--- config.mk ---
export PLATFORM = sky130hd
export DESIGN_NAME = mcio_top
export DESIGN_NICKNAME = d
export VERILOG_FILES = /design/src/inc/mcio_pkg.sv /design/src/design/mcio_top.sv
export VERILOG_INCLUDE_DIRS = /design/src /design/src/inc
export SDC_FILE = /design/constraint.sdc
export NUM_CORES = 1
export LEC_CHECK = 0
export ABC_CLOCK_PERIOD_IN_PS = 8200
export CAP_MARGIN = 10
export CELL_PAD_IN_SITES_DETAIL_PLACEMENT = 1
export CELL_PAD_IN_SITES_GLOBAL_PLACEMENT = 2
export CORE_UTILIZATION = 45
export CTS_BUF_LIST = sky130_fd_sc_hd__clkbuf_4
export DETAILED_ROUTE_END_ITERATION = 8
export DONT_BUFFER_PORTS = 1
export HOLD_SLACK_MARGIN = 0.02
export PLACE_DENSITY = 0.85
export SLEW_MARGIN = 30
export SYNTH_ARGS = -nofsm -noshare
export SYNTH_HDL_FRONTEND = slang
export SYNTH_SLANG_ARGS = --single-unit
--- constraint.sdc ---
create_clock -name clock -period 8.2 [get_ports clock]
set_input_delay 1.64 -clock clock [delete_from_list [all_inputs] [get_ports clock]]
set_output_delay 1.64 -clock clock [all_outputs]
set_load 0.01 [all_outputs]
--- src/inc/mcio_regs.svh ---
// Register map, field masks, reset values and sizes of the macrocell I/O block
`ifndef MCIO_REGS_SVH
`define MCIO_REGS_SVH
`define MCIO_NUM_MC 4
`define MCIO_NUM_GOE 6
`define MCIO_SYNC_W 9
`define MCIO_SYNC_RST 9'h004
`define MCIO_ADDR_MC0 8'h00
`define MCIO_ADDR_MC3 8'h0C
`define MCIO_ADDR_GCLK 8'h10
`define MCIO_ADDR_OE0 8'h20
`define MCIO_ADDR_OE5 8'h34
`define MCIO_ADDR_PIN 8'h40
`define MCIO_ADDR_STATUS 8'h44
`define MCIO_SEL_GCLK 4'h4
`define MCIO_SEL_OE0 4'h5
`define MCIO_SEL_PIN 4'hB
`define MCIO_SEL_STATUS 4'hC
`define MCIO_SEL_NONE 4'hF
`define MCIO_NUM_CFG 12
`define MCIO_MASK_MC 16'h00FF
`define MCIO_MASK_GCLK 16'h000F
`define MCIO_MASK_OE 16'h001F
`define MCIO_MASK_PIN 16'h0FFF
`define MCIO_CFG_RST 16'h0000
`define MCIO_PIN_TRI 3'h0
`define MCIO_PIN_DRIVE 3'h1
`define MCIO_PIN_GOE0 3'h2
`define MCIO_RESP_OKAY 2'h0
`define MCIO_RESP_SLVERR 2'h2
`endif
--- src/inc/mcio_pkg.sv ---
// Types of the macrocell register and I/O control block
package mcio_pkg;
  typedef enum logic [1:0] {
    MCIO_FF_D = 2'b00,
    MCIO_FF_T = 2'b01,
    MCIO_FF_JK = 2'b10,
    MCIO_FF_SR = 2'b11
  } mcio_ff_e;
  typedef enum logic [1:0] {
    MCIO_CK_GLOBAL = 2'b00,
    MCIO_CK_GLOBAL_EN = 2'b01,
    MCIO_CK_ARRAY = 2'b10,
    MCIO_CK_OFF = 2'b11
  } mcio_clk_e;
  typedef enum logic [1:0] {
    MCIO_OE_PIN_A = 2'b00,
    MCIO_OE_PIN_B = 2'b01,
    MCIO_OE_IO_PIN = 2'b10,
    MCIO_OE_MACROCELL = 2'b11
  } mcio_oesrc_e;
  typedef struct packed {
    logic pwrhi;
    logic gclr_en;
    logic gnet;
    mcio_clk_e clk_mode;
    logic bypass;
    mcio_ff_e ff_type;
  } mcio_mc_cfg_s;
  typedef struct packed {
    logic invert;
    logic src_b;
  } mcio_gnet_cfg_s;
  typedef struct packed {
    logic invert;
    logic [1:0] idx;
    mcio_oesrc_e src;
  } mcio_oe_cfg_s;
  typedef struct packed {
    logic data_a;
    logic data_b;
    logic clk_term;
    logic ena_term;
    logic preset_term;
    logic clear_term;
  } mcio_terms_s;
endpackage

--- src/design/mcio_top.sv ---
// Macrocell registers, global clock nets, output enables and pin buffers
// Contract
// Each register is set on its own to act as a D, T, JK or SR flipflop with its own clock source.
// A bypassed macrocell passes its logic straight through without the register.
// Each register picks a global clock, an enabled global clock or an array clock.
// With the enabled global clock a register captures only on edges where its enable term is high.
// With the array clock a register is clocked by its own product term.
// Two global clock nets each take the true or inverted form of either global clock pin.
// Preset and clear terms act asynchronously and are active high; here they are registered and take effect at the next clock edge.
// The active-low global clear pin may drive the clear of each register on its own choice.
// All registers come up cleared, so registered outputs start low unless set to come up high.
// A high power-up output stores the inverted value and inverts it after the register.
// Each pin is on its own an input, an output or a bidirectional pin.
// Each pin buffer is enabled from a global output enable, constant low or constant high.
// There are six global output enables, each from an enable pin, an I/O pin or a macrocell.
// A buffer tied low keeps the pin in high impedance so it works only as an input.
// A buffer tied high keeps the pin driver always on.
// Pin feedback and macrocell feedback stay apart, so a macrocell can serve buried logic.
// Clear wins over preset, and the global clear is ORed with the clear term; with pwrhi set, preset wins and the global clear is ORed with preset.
//
// The AXI4-Lite slave port and the register offsets were decided locally.
`timescale 1ns/100ps
`include "mcio_regs.svh"
module mcio_top (
  input wire logic clock,
  input wire logic rstn,
  input wire logic s_axi_awvalid,
  output logic s_axi_awready,
  input wire logic [7:0] s_axi_awaddr,
  input wire logic s_axi_wvalid,
  output logic s_axi_wready,
  input wire logic [31:0] s_axi_wdata,
  input wire logic [3:0] s_axi_wstrb,
  output logic s_axi_bvalid,
  input wire logic s_axi_bready,
  output logic [1:0] s_axi_bresp,
  input wire logic s_axi_arvalid,
  output logic s_axi_arready,
  input wire logic [7:0] s_axi_araddr,
  output logic s_axi_rvalid,
  input wire logic s_axi_rready,
  output logic [31:0] s_axi_rdata,
  output logic [1:0] s_axi_rresp,
  input wire logic global_clock_pin_a,
  input wire logic global_clock_pin_b,
  input wire logic global_clear_low_pin,
  input wire logic oe_pin_a,
  input wire logic oe_pin_b,
  input wire mcio_pkg::mcio_terms_s [`MCIO_NUM_MC-1:0] terms,
  output logic [`MCIO_NUM_MC-1:0] mc_out,
  input wire logic [`MCIO_NUM_MC-1:0] io_in,
  output logic [`MCIO_NUM_MC-1:0] io_out,
  output logic [`MCIO_NUM_MC-1:0] io_oe_n,
  output logic [`MCIO_NUM_MC-1:0] pin_in
);

  function automatic logic [3:0] reg_sel(input logic [7:0] a);
    logic [7:0] off;
    off = 8'h00;
    reg_sel = `MCIO_SEL_NONE;
    if (a[1:0] != 2'h0)
    begin
      reg_sel = `MCIO_SEL_NONE;
    end
    else if (a >= `MCIO_ADDR_MC0 && a <= `MCIO_ADDR_MC3)
    begin
      off = a - `MCIO_ADDR_MC0;
      reg_sel = off[5:2];
    end
    else if (a >= `MCIO_ADDR_OE0 && a <= `MCIO_ADDR_OE5)
    begin
      off = a - `MCIO_ADDR_OE0;
      reg_sel = off[5:2] + `MCIO_SEL_OE0;
    end
    else if (a == `MCIO_ADDR_GCLK)
      reg_sel = `MCIO_SEL_GCLK;
    else if (a == `MCIO_ADDR_PIN)
      reg_sel = `MCIO_SEL_PIN;
    else if (a == `MCIO_ADDR_STATUS)
      reg_sel = `MCIO_SEL_STATUS;
  endfunction

  function automatic logic [15:0] cfg_mask(input logic [3:0] s);
    if (s < `MCIO_SEL_GCLK)
      cfg_mask = `MCIO_MASK_MC;
    else if (s == `MCIO_SEL_GCLK)
      cfg_mask = `MCIO_MASK_GCLK;
    else if (s < `MCIO_SEL_PIN)
      cfg_mask = `MCIO_MASK_OE;
    else
      cfg_mask = `MCIO_MASK_PIN;
  endfunction

  function automatic logic ff_next(input mcio_pkg::mcio_ff_e t, input logic q,
                                   input logic a, input logic b);
    case (t)
      mcio_pkg::MCIO_FF_D: ff_next = a;
      mcio_pkg::MCIO_FF_T: ff_next = q ^ a;
      mcio_pkg::MCIO_FF_JK: ff_next = (a & b) ? ~q : (a | (q & ~b));
      mcio_pkg::MCIO_FF_SR: ff_next = (a & b) ? q : (a | (q & ~b));
      default: ff_next = q;
    endcase
  endfunction

  logic [`MCIO_SYNC_W-1:0] sync1;
  logic [`MCIO_SYNC_W-1:0] sync2;
  logic [15:0] cfg [0:`MCIO_NUM_CFG-1];
  logic [`MCIO_NUM_MC-1:0] q;
  logic [`MCIO_NUM_MC-1:0] clk_term_prev;
  logic [1:0] gnet_prev;
  logic armed;
  logic aw_got;
  logic w_got;
  logic [7:0] aw_addr;
  logic [31:0] w_data;
  logic [3:0] w_strb;

  // Pins cross in through two flops; only the second stage is read
  wire [`MCIO_SYNC_W-1:0] raw_pins = {io_in, oe_pin_b, oe_pin_a, global_clear_low_pin,
                                      global_clock_pin_b, global_clock_pin_a};
  wire clk_a_s = sync2[0];
  wire clk_b_s = sync2[1];
  wire gclr_s = ~sync2[2];
  wire oe_a_s = sync2[3];
  wire oe_b_s = sync2[4];
  wire [`MCIO_NUM_MC-1:0] pin_s = sync2[`MCIO_SYNC_W-1:5];

  wire [1:0] gnet_val;
  wire [1:0] gnet_rise;
  wire [`MCIO_NUM_GOE-1:0] goe;
  wire [`MCIO_NUM_MC-1:0] next_q;
  wire [`MCIO_NUM_MC-1:0] next_out;
  wire [`MCIO_NUM_MC-1:0] next_oe_n;

  // Global clock nets
  genvar n;
  generate
    for (n = 0; n < 2; n++)
    begin : g_net
      wire mcio_pkg::mcio_gnet_cfg_s gc = cfg[`MCIO_SEL_GCLK][2*n+1:2*n];
      assign gnet_val[n] = (gc.src_b ? clk_b_s : clk_a_s) ^ gc.invert;
      // Armed blocks a false edge from an inverted net right after reset
      assign gnet_rise[n] = gnet_val[n] & ~gnet_prev[n] & armed;
    end
  endgenerate

  genvar i;
  generate
    for (i = 0; i < `MCIO_NUM_MC; i++)
    begin : g_mc
      wire mcio_pkg::mcio_mc_cfg_s mc = cfg[i][7:0];
      wire mcio_pkg::mcio_terms_s t = terms[i];
      wire inv = mc.pwrhi;
      // Inverted storage swaps set and reset inputs
      wire swap = inv & (mc.ff_type == mcio_pkg::MCIO_FF_JK || mc.ff_type == mcio_pkg::MCIO_FF_SR);
      wire fa = swap ? t.data_b : (t.data_a ^ (inv & (mc.ff_type == mcio_pkg::MCIO_FF_D)));
      wire fb = swap ? t.data_a : t.data_b;
      wire gedge = gnet_rise[mc.gnet];
      // Array clock edge
      wire aedge = t.clk_term & ~clk_term_prev[i];
      // Clock source select
      wire cap_global = (mc.clk_mode == mcio_pkg::MCIO_CK_GLOBAL) & gedge;
      // Enable term qualifies global edge
      wire cap_en = (mc.clk_mode == mcio_pkg::MCIO_CK_GLOBAL_EN) & gedge & t.ena_term;
      wire cap_arr = (mc.clk_mode == mcio_pkg::MCIO_CK_ARRAY) & aedge;
      wire cap = cap_global | cap_en | cap_arr;
      // Optional global clear, ORed in
      wire clr = (mc.gclr_en & gclr_s) | (inv ? t.preset_term : t.clear_term);
      // Active-high preset term
      wire pre = inv ? t.clear_term : t.preset_term;
      // Clear beats preset
      wire hold_or_cap = cap ? ff_next(mc.ff_type, q[i], fa, fb) : q[i];
      // Flipflop type per register
      assign next_q[i] = clr ? 1'b0 : (pre ? 1'b1 : hold_or_cap);
      // Bypass path
      assign next_out[i] = mc.bypass ? t.data_a : (q[i] ^ inv);
      wire [2:0] psel = cfg[`MCIO_SEL_PIN][3*i+2:3*i];
      wire [2:0] gidx = psel - `MCIO_PIN_GOE0;
      // Buffer control select
      wire en = (psel == `MCIO_PIN_TRI) ? 1'b0 : ((psel == `MCIO_PIN_DRIVE) ? 1'b1 : goe[gidx]);
      // Tied low tri-states the pin
      // Tied high always drives
      assign next_oe_n[i] = ~en;
    end
  endgenerate

  // Global output enable sources
  genvar k;
  generate
    for (k = 0; k < `MCIO_NUM_GOE; k++)
    begin : g_goe
      wire mcio_pkg::mcio_oe_cfg_s oc = cfg[`MCIO_SEL_OE0 + k][4:0];
      wire src_pin = (oc.src == mcio_pkg::MCIO_OE_PIN_A) ? oe_a_s : oe_b_s;
      wire src_io = (oc.src == mcio_pkg::MCIO_OE_IO_PIN) ? pin_s[oc.idx] : mc_out[oc.idx];
      assign goe[k] = (oc.src[1] ? src_io : src_pin) ^ oc.invert;
    end
  endgenerate

  wire [3:0] wsel = reg_sel(aw_addr);
  wire [3:0] rsel = reg_sel(s_axi_araddr);
  wire do_write = aw_got & w_got & ~s_axi_bvalid;
  wire wr_cfg = do_write && (wsel < `MCIO_SEL_STATUS);
  wire [15:0] strb_mask = {{8{w_strb[1]}}, {8{w_strb[0]}}};
  wire [15:0] wr_word = ((w_data[15:0] & strb_mask) | (cfg[wsel] & ~strb_mask)) & cfg_mask(wsel);
  wire [13:0] status = {goe, pin_s, q};
  wire [31:0] rword = (rsel < `MCIO_SEL_STATUS) ? {16'h0000, cfg[rsel]} :
                      ((rsel == `MCIO_SEL_STATUS) ? {18'h00000, status} : 32'h00000000);

  always_ff @(posedge clock or negedge rstn)
  begin
    if (!rstn)
    begin
      sync1 <= `MCIO_SYNC_RST;
      sync2 <= `MCIO_SYNC_RST;
    end
    else
    begin
      sync1 <= raw_pins;
      sync2 <= sync1;
    end
  end

  // Power-up clears every register
  always_ff @(posedge clock or negedge rstn)
  begin
    if (!rstn)
    begin
      q <= '0;
      clk_term_prev <= '0;
      gnet_prev <= 2'h0;
      armed <= 1'b0;
      mc_out <= '0;
      io_out <= '0;
      io_oe_n <= '1;
    end
    else
    begin
      q <= next_q;
      for (int m = 0; m < `MCIO_NUM_MC; m++)
        clk_term_prev[m] <= terms[m].clk_term;
      gnet_prev <= gnet_val;
      armed <= 1'b1;
      mc_out <= next_out;
      // Pin direction from its buffer control
      io_out <= next_out;
      io_oe_n <= next_oe_n;
    end
  end

  // Pin feedback independent of the macrocell
  assign pin_in = pin_s;

  // Write channel: address and data may come in either order
  always_ff @(posedge clock or negedge rstn)
  begin
    if (!rstn)
    begin
      for (int c = 0; c < `MCIO_NUM_CFG; c++)
        cfg[c] <= `MCIO_CFG_RST;
      aw_got <= 1'b0;
      w_got <= 1'b0;
      aw_addr <= 8'h00;
      w_data <= 32'h00000000;
      w_strb <= 4'h0;
      s_axi_awready <= 1'b1;
      s_axi_wready <= 1'b1;
      s_axi_bvalid <= 1'b0;
      s_axi_bresp <= `MCIO_RESP_OKAY;
    end
    else
    begin
      if (s_axi_awvalid && s_axi_awready)
      begin
        aw_got <= 1'b1;
        aw_addr <= s_axi_awaddr;
        s_axi_awready <= 1'b0;
      end
      if (s_axi_wvalid && s_axi_wready)
      begin
        w_got <= 1'b1;
        w_data <= s_axi_wdata;
        w_strb <= s_axi_wstrb;
        s_axi_wready <= 1'b0;
      end
      if (wr_cfg)
        cfg[wsel] <= wr_word;
      if (do_write)
      begin
        aw_got <= 1'b0;
        w_got <= 1'b0;
        s_axi_bvalid <= 1'b1;
        s_axi_bresp <= (wsel == `MCIO_SEL_NONE) ? `MCIO_RESP_SLVERR : `MCIO_RESP_OKAY;
      end
      if (s_axi_bvalid && s_axi_bready)
      begin
        s_axi_bvalid <= 1'b0;
        s_axi_awready <= 1'b1;
        s_axi_wready <= 1'b1;
      end
    end
  end

  // Read data is captured at the address handshake, so status is that cycle's
  always_ff @(posedge clock or negedge rstn)
  begin
    if (!rstn)
    begin
      s_axi_arready <= 1'b1;
      s_axi_rvalid <= 1'b0;
      s_axi_rdata <= 32'h00000000;
      s_axi_rresp <= `MCIO_RESP_OKAY;
    end
    else if (s_axi_arvalid && s_axi_arready)
    begin
      s_axi_arready <= 1'b0;
      s_axi_rvalid <= 1'b1;
      s_axi_rdata <= rword;
      s_axi_rresp <= (rsel == `MCIO_SEL_NONE) ? `MCIO_RESP_SLVERR : `MCIO_RESP_OKAY;
    end
    else if (s_axi_rvalid && s_axi_rready)
    begin
      s_axi_rvalid <= 1'b0;
      s_axi_arready <= 1'b1;
    end
  end

endmodule

==> results of run 1 <==
==> flip-flops by register name, indices dropped and copies added, names as in the netlist <==
signal / count
s_axi_rdata: 14
io_oe_n: 4
clk_term_prev: 4
gnet_prev: 2
s_axi_bvalid: 1
s_axi_bresp: 1
sync1: 9
cfg: 144
s_axi_arready: 1
aw_addr: 8
io_out: 4
s_axi_wready: 1
sync2: 9
q: 4
armed: 1
s_axi_rresp: 1
aw_got: 1
w_strb: 2
w_data: 12
s_axi_rvalid: 1
w_got: 1
s_axi_awready: 1
==> kinds of logic after synthesis <==
logic type | count (synthesis) | synth area share
XOR/XNOR | 15 | 0.0106
other | 2 | 0.000605
flip-flops | 226 | 0.457
AND/OR/NAND/NOR | 426 | 0.165
AO/OA/AOI/OAI | 396 | 0.206
buffers and inverters | 128 | 0.0523
adder cells (fa/ha/maj) | 8 | 0.00807
multiplexers | 98 | 0.100
==> layer usage <==
metal	part of all wire	up-vias	GRT usage
li1	-	4716	-
met1	0.42	5425	0.403
met2	0.47	492	0.493
met3	0.073	125	0.0552
met4	0.043	0	0.148
met5	0	-	0
==> final cells by class <==
class                           count  share of cell area
Clock buffer                       93              0.0525
Multi-Input combinational cell    964               0.465
Antenna cell                        1            0.000188
Timing Repair Buffer               15             0.00846
Inverter                           25             0.00705
Clock inverter                     15             0.00846
Sequential cell                   226               0.426
Tap cell                          341              0.0321
==> power by group <==
| part | switching, mW | total (mW) | leakage, nW | internal, mW |
|---|---|---|---|---|
| registers | 0.299 | 1.59 | 2.97 | 1.29 |
| logic | 0.702 | 1.09 | 2.05 | 0.385 |
| clock network | 0.494 | 1.07 | 0.480 | 0.581 |
| total | 1.49 | 3.76 | 5.50 | 2.26 |
==> worst reg2reg max path: stages (launching register included) <==
cell      delay, ns
dfrtp_1        0.47
inv_1          0.16
ha_1           0.17
nor3b_1        0.51
o211ai_1       0.31
nand3_1        0.74
nor2_1         0.28
a32oi_1        0.27
o31ai_1        0.14
o32ai_1        0.78
buf_4          0.32
o21ai_0        0.11
==> worst paths after layout <==
| kind | slack [ns] | cells after the start | start | to |
|---|---|---|---|---|
| max | 3.30 | 11 | s_axi_araddr[3] | s_axi_rdata[4] |
| max reg2reg | 3.76 | 11 | aw_addr[3] | cfg[65] |
| min in group asynchronous | 0.67 | 0 | rstn | cfg[57] |
| min reg2reg | 0.35 | 0 | sync1[4] | sync2[4] |
| min | 0.35 | 0 | sync1[4] | sync2[4] |
| max in group asynchronous | 7.06 | 0 | rstn | sync2[0] |
==> per-stage QoR <==
step / utilization / setup WS [ns] / cell area [um^2] / cells / hold WS, ns
global route: 0.492 / 3.12 / 13300 / 1680 / 0.350
floorplan: - / 3.69 / 12500 / 1318 / 0.331
global placement: 0.461 / 2.72 / 12500 / 1571 / 0.331
detailed placement: 0.462 / 2.68 / 12500 / 1571 / 0.336
CTS: 0.492 / 3.38 / 13300 / 1679 / 0.352
finish: 0.492 / 3.30 / 13300 / 1680 / 0.349
==> layout by cell type (no fill, tap or decap), types with 18 or more instances in the layout <==
cell and n:
dfrtp_1 217, nand2_1 188, o21ai_0 97, clkbuf_4 93, a21oi_1 92, nor2_1 60, mux2i_1 52, and2_1 50
nor2b_1 29, o22ai_1 29, mux2_2 28, inv_1 24, a22oi_1 23, nor3_1 22, conb_1 21, mux4_2 18
nand3_1 18
==> flow_metrics.py, run 1 <==
metrics = {
    "synth": {
        "synth_top_cell_area_share": 0.438,
        "yosysMostFrequentCell": "dfrtp_1",
        "synth-seq-area-share": 0.457,
        "synth_cell_types": 76,
        "synth_area_leader_cell": "dfrtp_1",
        "yosys-top-cells-count": "dfrtp_1 (217), nand2_1 (188), o21ai_0 (97)",
        "synthCells": 1299,
        "synth_edf_count": 0,
        "synth-warning-count": 0,
        "async_flop_share": 1.00,
        "synth-main-ff-cell": "dfrtp_1",
        "synth_area_um2": 12400,
        "synth_seq_cells": 226,
        "syn_avg_cell_area_um2": 9.55,
        "synth_area_leaders": "dfrtp_1 (44%), nand2_1 (5.7%), mux2i_1 (4.2%)",
    },
    "worst_setup_path": {
        "cp_top_family": "compound AO/OA/AOI/OAI gates",
        "end_kind": "flip-flop",
        "critical-path-slowest-cell": "o31ai_4",
        "cp_data_required_time_ns": 8.76,
        "crit_chain": "inv_1 -> ha_1 -> or3b_1 -> a2111o_1 -> and3_1 -> o31ai_4 -> buf_4 -> mux2i_1 -> a22oi_1 -> o211ai_1 -> a31oi_1",
        "startpoint_type": "input pin",
        "critPathMaxFanout": 27,
        "cp.arrival_ns": 5.46,
        "path_class": "in2reg",
        "cpPeakStageDelay_ns": 0.79,
        "path_buf_inv": 2,
    },
    "cells_and_area": {
        "seq_area_um2": 5670,
        "drive_gt1_frac": 0.148,
        "fin_nets": 1398,
        "area_delta_synth_final_pct": 7.24,
        "multi_input_area_um2": 6190,
        "fillers": 3118,
    },
    "route": {
        "vias": 10800,
        "drc_errors": 0,
        "vias_per_cell": 6.40,
        "dr.first_iter.drc_count": 859,
        "drt_first_pass_iters": 5,
        "ant_nets": 0,
        "routedWlPerCell_um": 25.4,
        "routed_wl_um": 42600,
    },
    "outcome": {
        "outcome": "completed",
    },
    "timing": {
        "drv_slew": 0,
        "rsz0062_at_grt": "false",
        "fin_crit_ns": 4.90,
        "tightest_slew_ns": 1.10,
        "finalClockSkew_ns": 0.0456,
        "fmax_mhz": 204,
        "setup_viol": 0,
        "finalSetupTns_ns": 0,
        "hold_viol": 0,
        "max_slew_margin": 0.262,
        "layout_worst_path_cycle_share": 0.597,
    },
    "floorplan": {
        "core_um2": 27000,
        "fp.dieW_um": 168,
        "design.die.area_um2": 28200,
        "io_pins": 149,
        "core.rowCount": 60,
        "start_util": 0.459,
        "die_h_um": 168,
    },
    "placement": {
        "dp_hpwl_um": 30200,
        "place_congestion": 0.967,
        "numPortBuffers": 0,
    },
    "clock_network": {
        "cts_resized": 0,
        "cts_tree": "yes",
        "cts.clk_slew.worst_paths_ns": 0.06,
        "cts_max_level": 3,
        "post-cts-setup-buffers": 0,
        "numCtsBuffers": 66,
        "root_buffer": "clkbuf_4",
        "clkSinkCount": 226,
        "clk_path_buf_depth": 3,
        "worstSkewPairLatency_ns": 0.69,
        "ctsHoldBuffers": 0,
    },
    "pwr": {
        "leakagePower_nw": 5.50,
        "powerDensity_nw_per_um2": 282,
        "total_power_mw": 3.76,
        "ir_worst_vdd_mv": 0.203,
    },
    "global_route": {
        "grt-ovfl-total": 0,
        "grt_first_pass_wirelength_um": 65000,
        "antenna_found_initial": 1,
        "grt_usage": 0.307,
        "grt_pass1_vias": 10800,
        "grt_max_degree": 227,
    },
    "job": {
        "maxCapViolCount": 0,
    },
    "worst_hold_path": {
        "worst_hold_path_type": "reg2reg",
    },
}
Note: power is estimated with default switching activity, not from simulation.
==> inputs of run 2 (changes only) <==
--- a/config.mk
+++ b/config.mk
@@ -6,16 +6,16 @@
 export SDC_FILE = /design/constraint.sdc
 export NUM_CORES = 1
 export LEC_CHECK = 0
-export ABC_CLOCK_PERIOD_IN_PS = 8200
+export ABC_CLOCK_PERIOD_IN_PS = 4000
 export CAP_MARGIN = 10
 export CELL_PAD_IN_SITES_DETAIL_PLACEMENT = 1
 export CELL_PAD_IN_SITES_GLOBAL_PLACEMENT = 2
-export CORE_UTILIZATION = 45
+export CORE_UTILIZATION = 38
 export CTS_BUF_LIST = sky130_fd_sc_hd__clkbuf_4
 export DETAILED_ROUTE_END_ITERATION = 8
 export DONT_BUFFER_PORTS = 1
 export HOLD_SLACK_MARGIN = 0.02
-export PLACE_DENSITY = 0.85
+export PLACE_DENSITY = 0.76
 export SLEW_MARGIN = 30
 export SYNTH_ARGS = -nofsm -noshare
 export SYNTH_HDL_FRONTEND = slang
==> constraint.sdc (replaced) <==
create_clock -name clock -period 4 [get_ports clock]
set_input_delay 0.8 -clock clock [delete_from_list [all_inputs] [get_ports clock]]
set_output_delay 0.8 -clock clock [all_outputs]
set_load 0.01 [all_outputs]
==> run 2 against run 1 <==
Effect of this change:
- the flow now finishes with violations (hold timing)
- first-iteration DRC count rose by 7.0%
- flip-flop and latch count did not move
- cell area rose by 4.8%
- critical path depth rose by 1
- clock-buffer cell count rose by 4
- cell count rose by 9.6%
- die area rose by 18%
- setup slack got worse by 3.0 ns
- core utilization fell by 5.4 points
==> flow_metrics.py, run 2 (synthesized netlist as in run 1, its figures left out) <==
metrics = {
    "outcome": {
        "outcome": "complete, but fails checks",
        "violations": "hold timing",
    },
    "clock_network": {
        "clk_path_buf_depth": 3,
        "cts_tree": "yes",
        "clkSinkCount": 226,
        "root_buffer": "clkbuf_4",
        "cts.clk_slew.worst_paths_ns": 0.07,
        "cts_max_level": 3,
        "numCtsBuffers": 69,
        "post-cts-setup-buffers": 0,
        "worstSkewPairLatency_ns": 0.76,
    },
    "placement": {
        "numPortBuffers": 0,
        "place_congestion": 0.934,
        "pre_cts_slack_ns": -0.00214,
        "dp_hpwl_um": 32300,
    },
    "worst_setup_path": {
        "path_buf_inv": 3,
        "cp_data_required_time_ns": 4.59,
        "path_class": "reg2reg",
        "critical-path-slowest-cell": "o32ai_2",
        "cp_top_family": "compound AO/OA/AOI/OAI gates",
        "critPathMaxFanout": 8,
        "end_kind": "flip-flop",
        "cpPeakStageDelay_ns": 0.49,
        "cp.arrival_ns": 4.27,
        "crit_chain": "inv_1 -> ha_1 -> nor3b_1 -> buf_4 -> o211ai_1 -> o22ai_1 -> o21a_1 -> a41oi_1 -> o211ai_1 -> o32ai_2 -> buf_4 -> o21ai_1",
        "startpoint_type": "flip-flop",
    },
    "pwr": {
        "total_power_mw": 8.01,
        "powerDensity_nw_per_um2": 574,
        "leakagePower_nw": 5.82,
        "ir_worst_vdd_mv": 0.323,
    },
    "cells_and_area": {
        "fillers": 3636,
        "layout_common_cells": "dfrtp_1 (217), nand2_1 (188), o21ai_0 (97), clkbuf_4 (97), a21oi_1 (93)",
        "fin_nets": 1458,
        "largest_reg_flops": 144,
        "drive_gt1_frac": 0.181,
        "final_core_util": 0.438,
        "largest_registers": "cfg: 144 flops, s_axi_rdata: 14 flops, w_data: 12 flops",
        "largest_register": "cfg",
        "area_delta_synth_final_pct": 12.4,
        "final_common_cell": "dfrtp_1",
    },
    "global_route": {
        "grt_first_pass_wirelength_um": 69200,
        "grt_max_degree": 227,
        "grt-ovfl-total": 0,
        "grt_usage": 0.277,
        "antenna_found_initial": 3,
        "grt_pass1_vias": 11300,
    },
    "route": {
        "routed_wl_um": 44800,
        "vias": 10800,
        "dr.first_iter.drc_count": 919,
        "routedWlPerCell_um": 24.3,
        "ant_nets": 0,
        "drc_errors": 0,
        "drt_first_pass_iters": 5,
        "vias_per_cell": 5.86,
    },
    "floorplan": {
        "core_um2": 31800,
        "core.rowCount": 65,
        "design.die.area_um2": 33400,
        "io_pins": 149,
        "die_h_um": 183,
        "fp.dieW_um": 183,
        "start_util": 0.390,
    },
    "timing": {
        "hold_viol": 219,
        "max_slew_margin": 0.323,
        "drv_slew": 0,
        "fin_crit_ns": 3.69,
        "tightest_slew_ns": 1.01,
        "rsz0062_at_grt": "false",
        "fmax_mhz": 271,
        "setup_viol": 0,
        "finalClockSkew_ns": 0.0448,
        "hold-worst-slack_ns": -0.234,
        "layout_setup_ws_ns": 0.313,
        "layout_worst_path_cycle_share": 0.922,
    },
    "job": {
        "maxCapViolCount": 0,
    },
    "worst_hold_path": {
        "worst_hold_path_type": "in2async",
    },
}
run 2: cell count changes in the layout (fill, tap and decap cells not counted), moves of 2 or more:
| cell | change |
|---|---|
| buf_4 | +50 |
| nor2_1 | +2 |
| buf_12 | +4 |
| o21ai_2 | +2 |
| dlygate4sd3_1 | +3 |
| clkbuf_4 | +4 |
| clkinv_1 | +3 |
| nor2_2 | -2 |
run 2: path summary, 6_finish.rpt:
| kind | from | end | slack [ns] | depth (start not counted) |
|---|---|---|---|---|
| max | aw_addr[3] | cfg[80] | 0.31 | 12 |
| min | rstn | cfg[27] | -0.23 | 0 |
| max reg2reg | aw_addr[3] | cfg[80] | 0.31 | 12 |
| min reg2reg | sync1[8] | sync2[8] | 0.35 | 0 |
| max in group asynchronous | rstn | s_axi_rdata[4] | 3.63 | 0 |
| min in group clock | s_axi_wvalid | s_axi_wready | 0.10 | 1 |
run 2: repair_timing:
action,CTS,global route
gates resized for setup,0,1
hold endpoints to repair,226,229
setup endpoints to repair,0,5
run 2: metal layers:
metal / global-route usage / routed length (um)
met1: 0.367 / 19500
met2: 0.433 / 20400
met3: 0.0597 / 2890
met4: 0.130 / 1930
met5: 0 / 13
run 2: area by class of cell:
class | count | area [um^2] | share of cell area
Multi-Input combinational cell | 964 | 6170 | 0.442
Timing Repair Buffer | 72 | 598 | 0.0429
Antenna cell | 2 | 5.00 | 0.000359
Sequential cell | 226 | 5670 | 0.406
Tap cell | 435 | 544 | 0.0390
Clock buffer | 97 | 728 | 0.0522
Clock inverter | 21 | 140 | 0.0101
Inverter | 25 | 93.8 | 0.00673
run 2: worst register-to-register path: cells and delay by family (launching register included):
kind | cells | cell delay (ns)
AND/OR/NAND/NOR | 1 | 0.14
adder cells (fa/ha/maj) | 1 | 0.21
buffers and inverters | 3 | 0.60
flip-flops | 1 | 0.47
AO/OA/AOI/OAI | 7 | 2.12
run 2: stage by stage:
stage / TNS (ns) / std cells / hold WS [ns] / instance area (um^2)
2_1_floorplan: 0 / 1318 / 0.331 / 12500
3_3_place_gp: 0 / 1719 / 0.332 / 13000
3_5_place_dp: -0.00214 / 1719 / 0.336 / 13000
4_1_cts: 0 / 1837 / -0.295 / 13900
5_1_grt: 0 / 1842 / -0.307 / 13900
6_report: 0 / 1842 / -0.234 / 13900
run 2: power by group:
part	internal, mW	leakage [nW]	switching [mW]	total, mW
sequential	2.66	2.97	0.578	3.23
combinational	0.948	2.33	1.51	2.46
clock	1.24	0.512	1.07	2.31
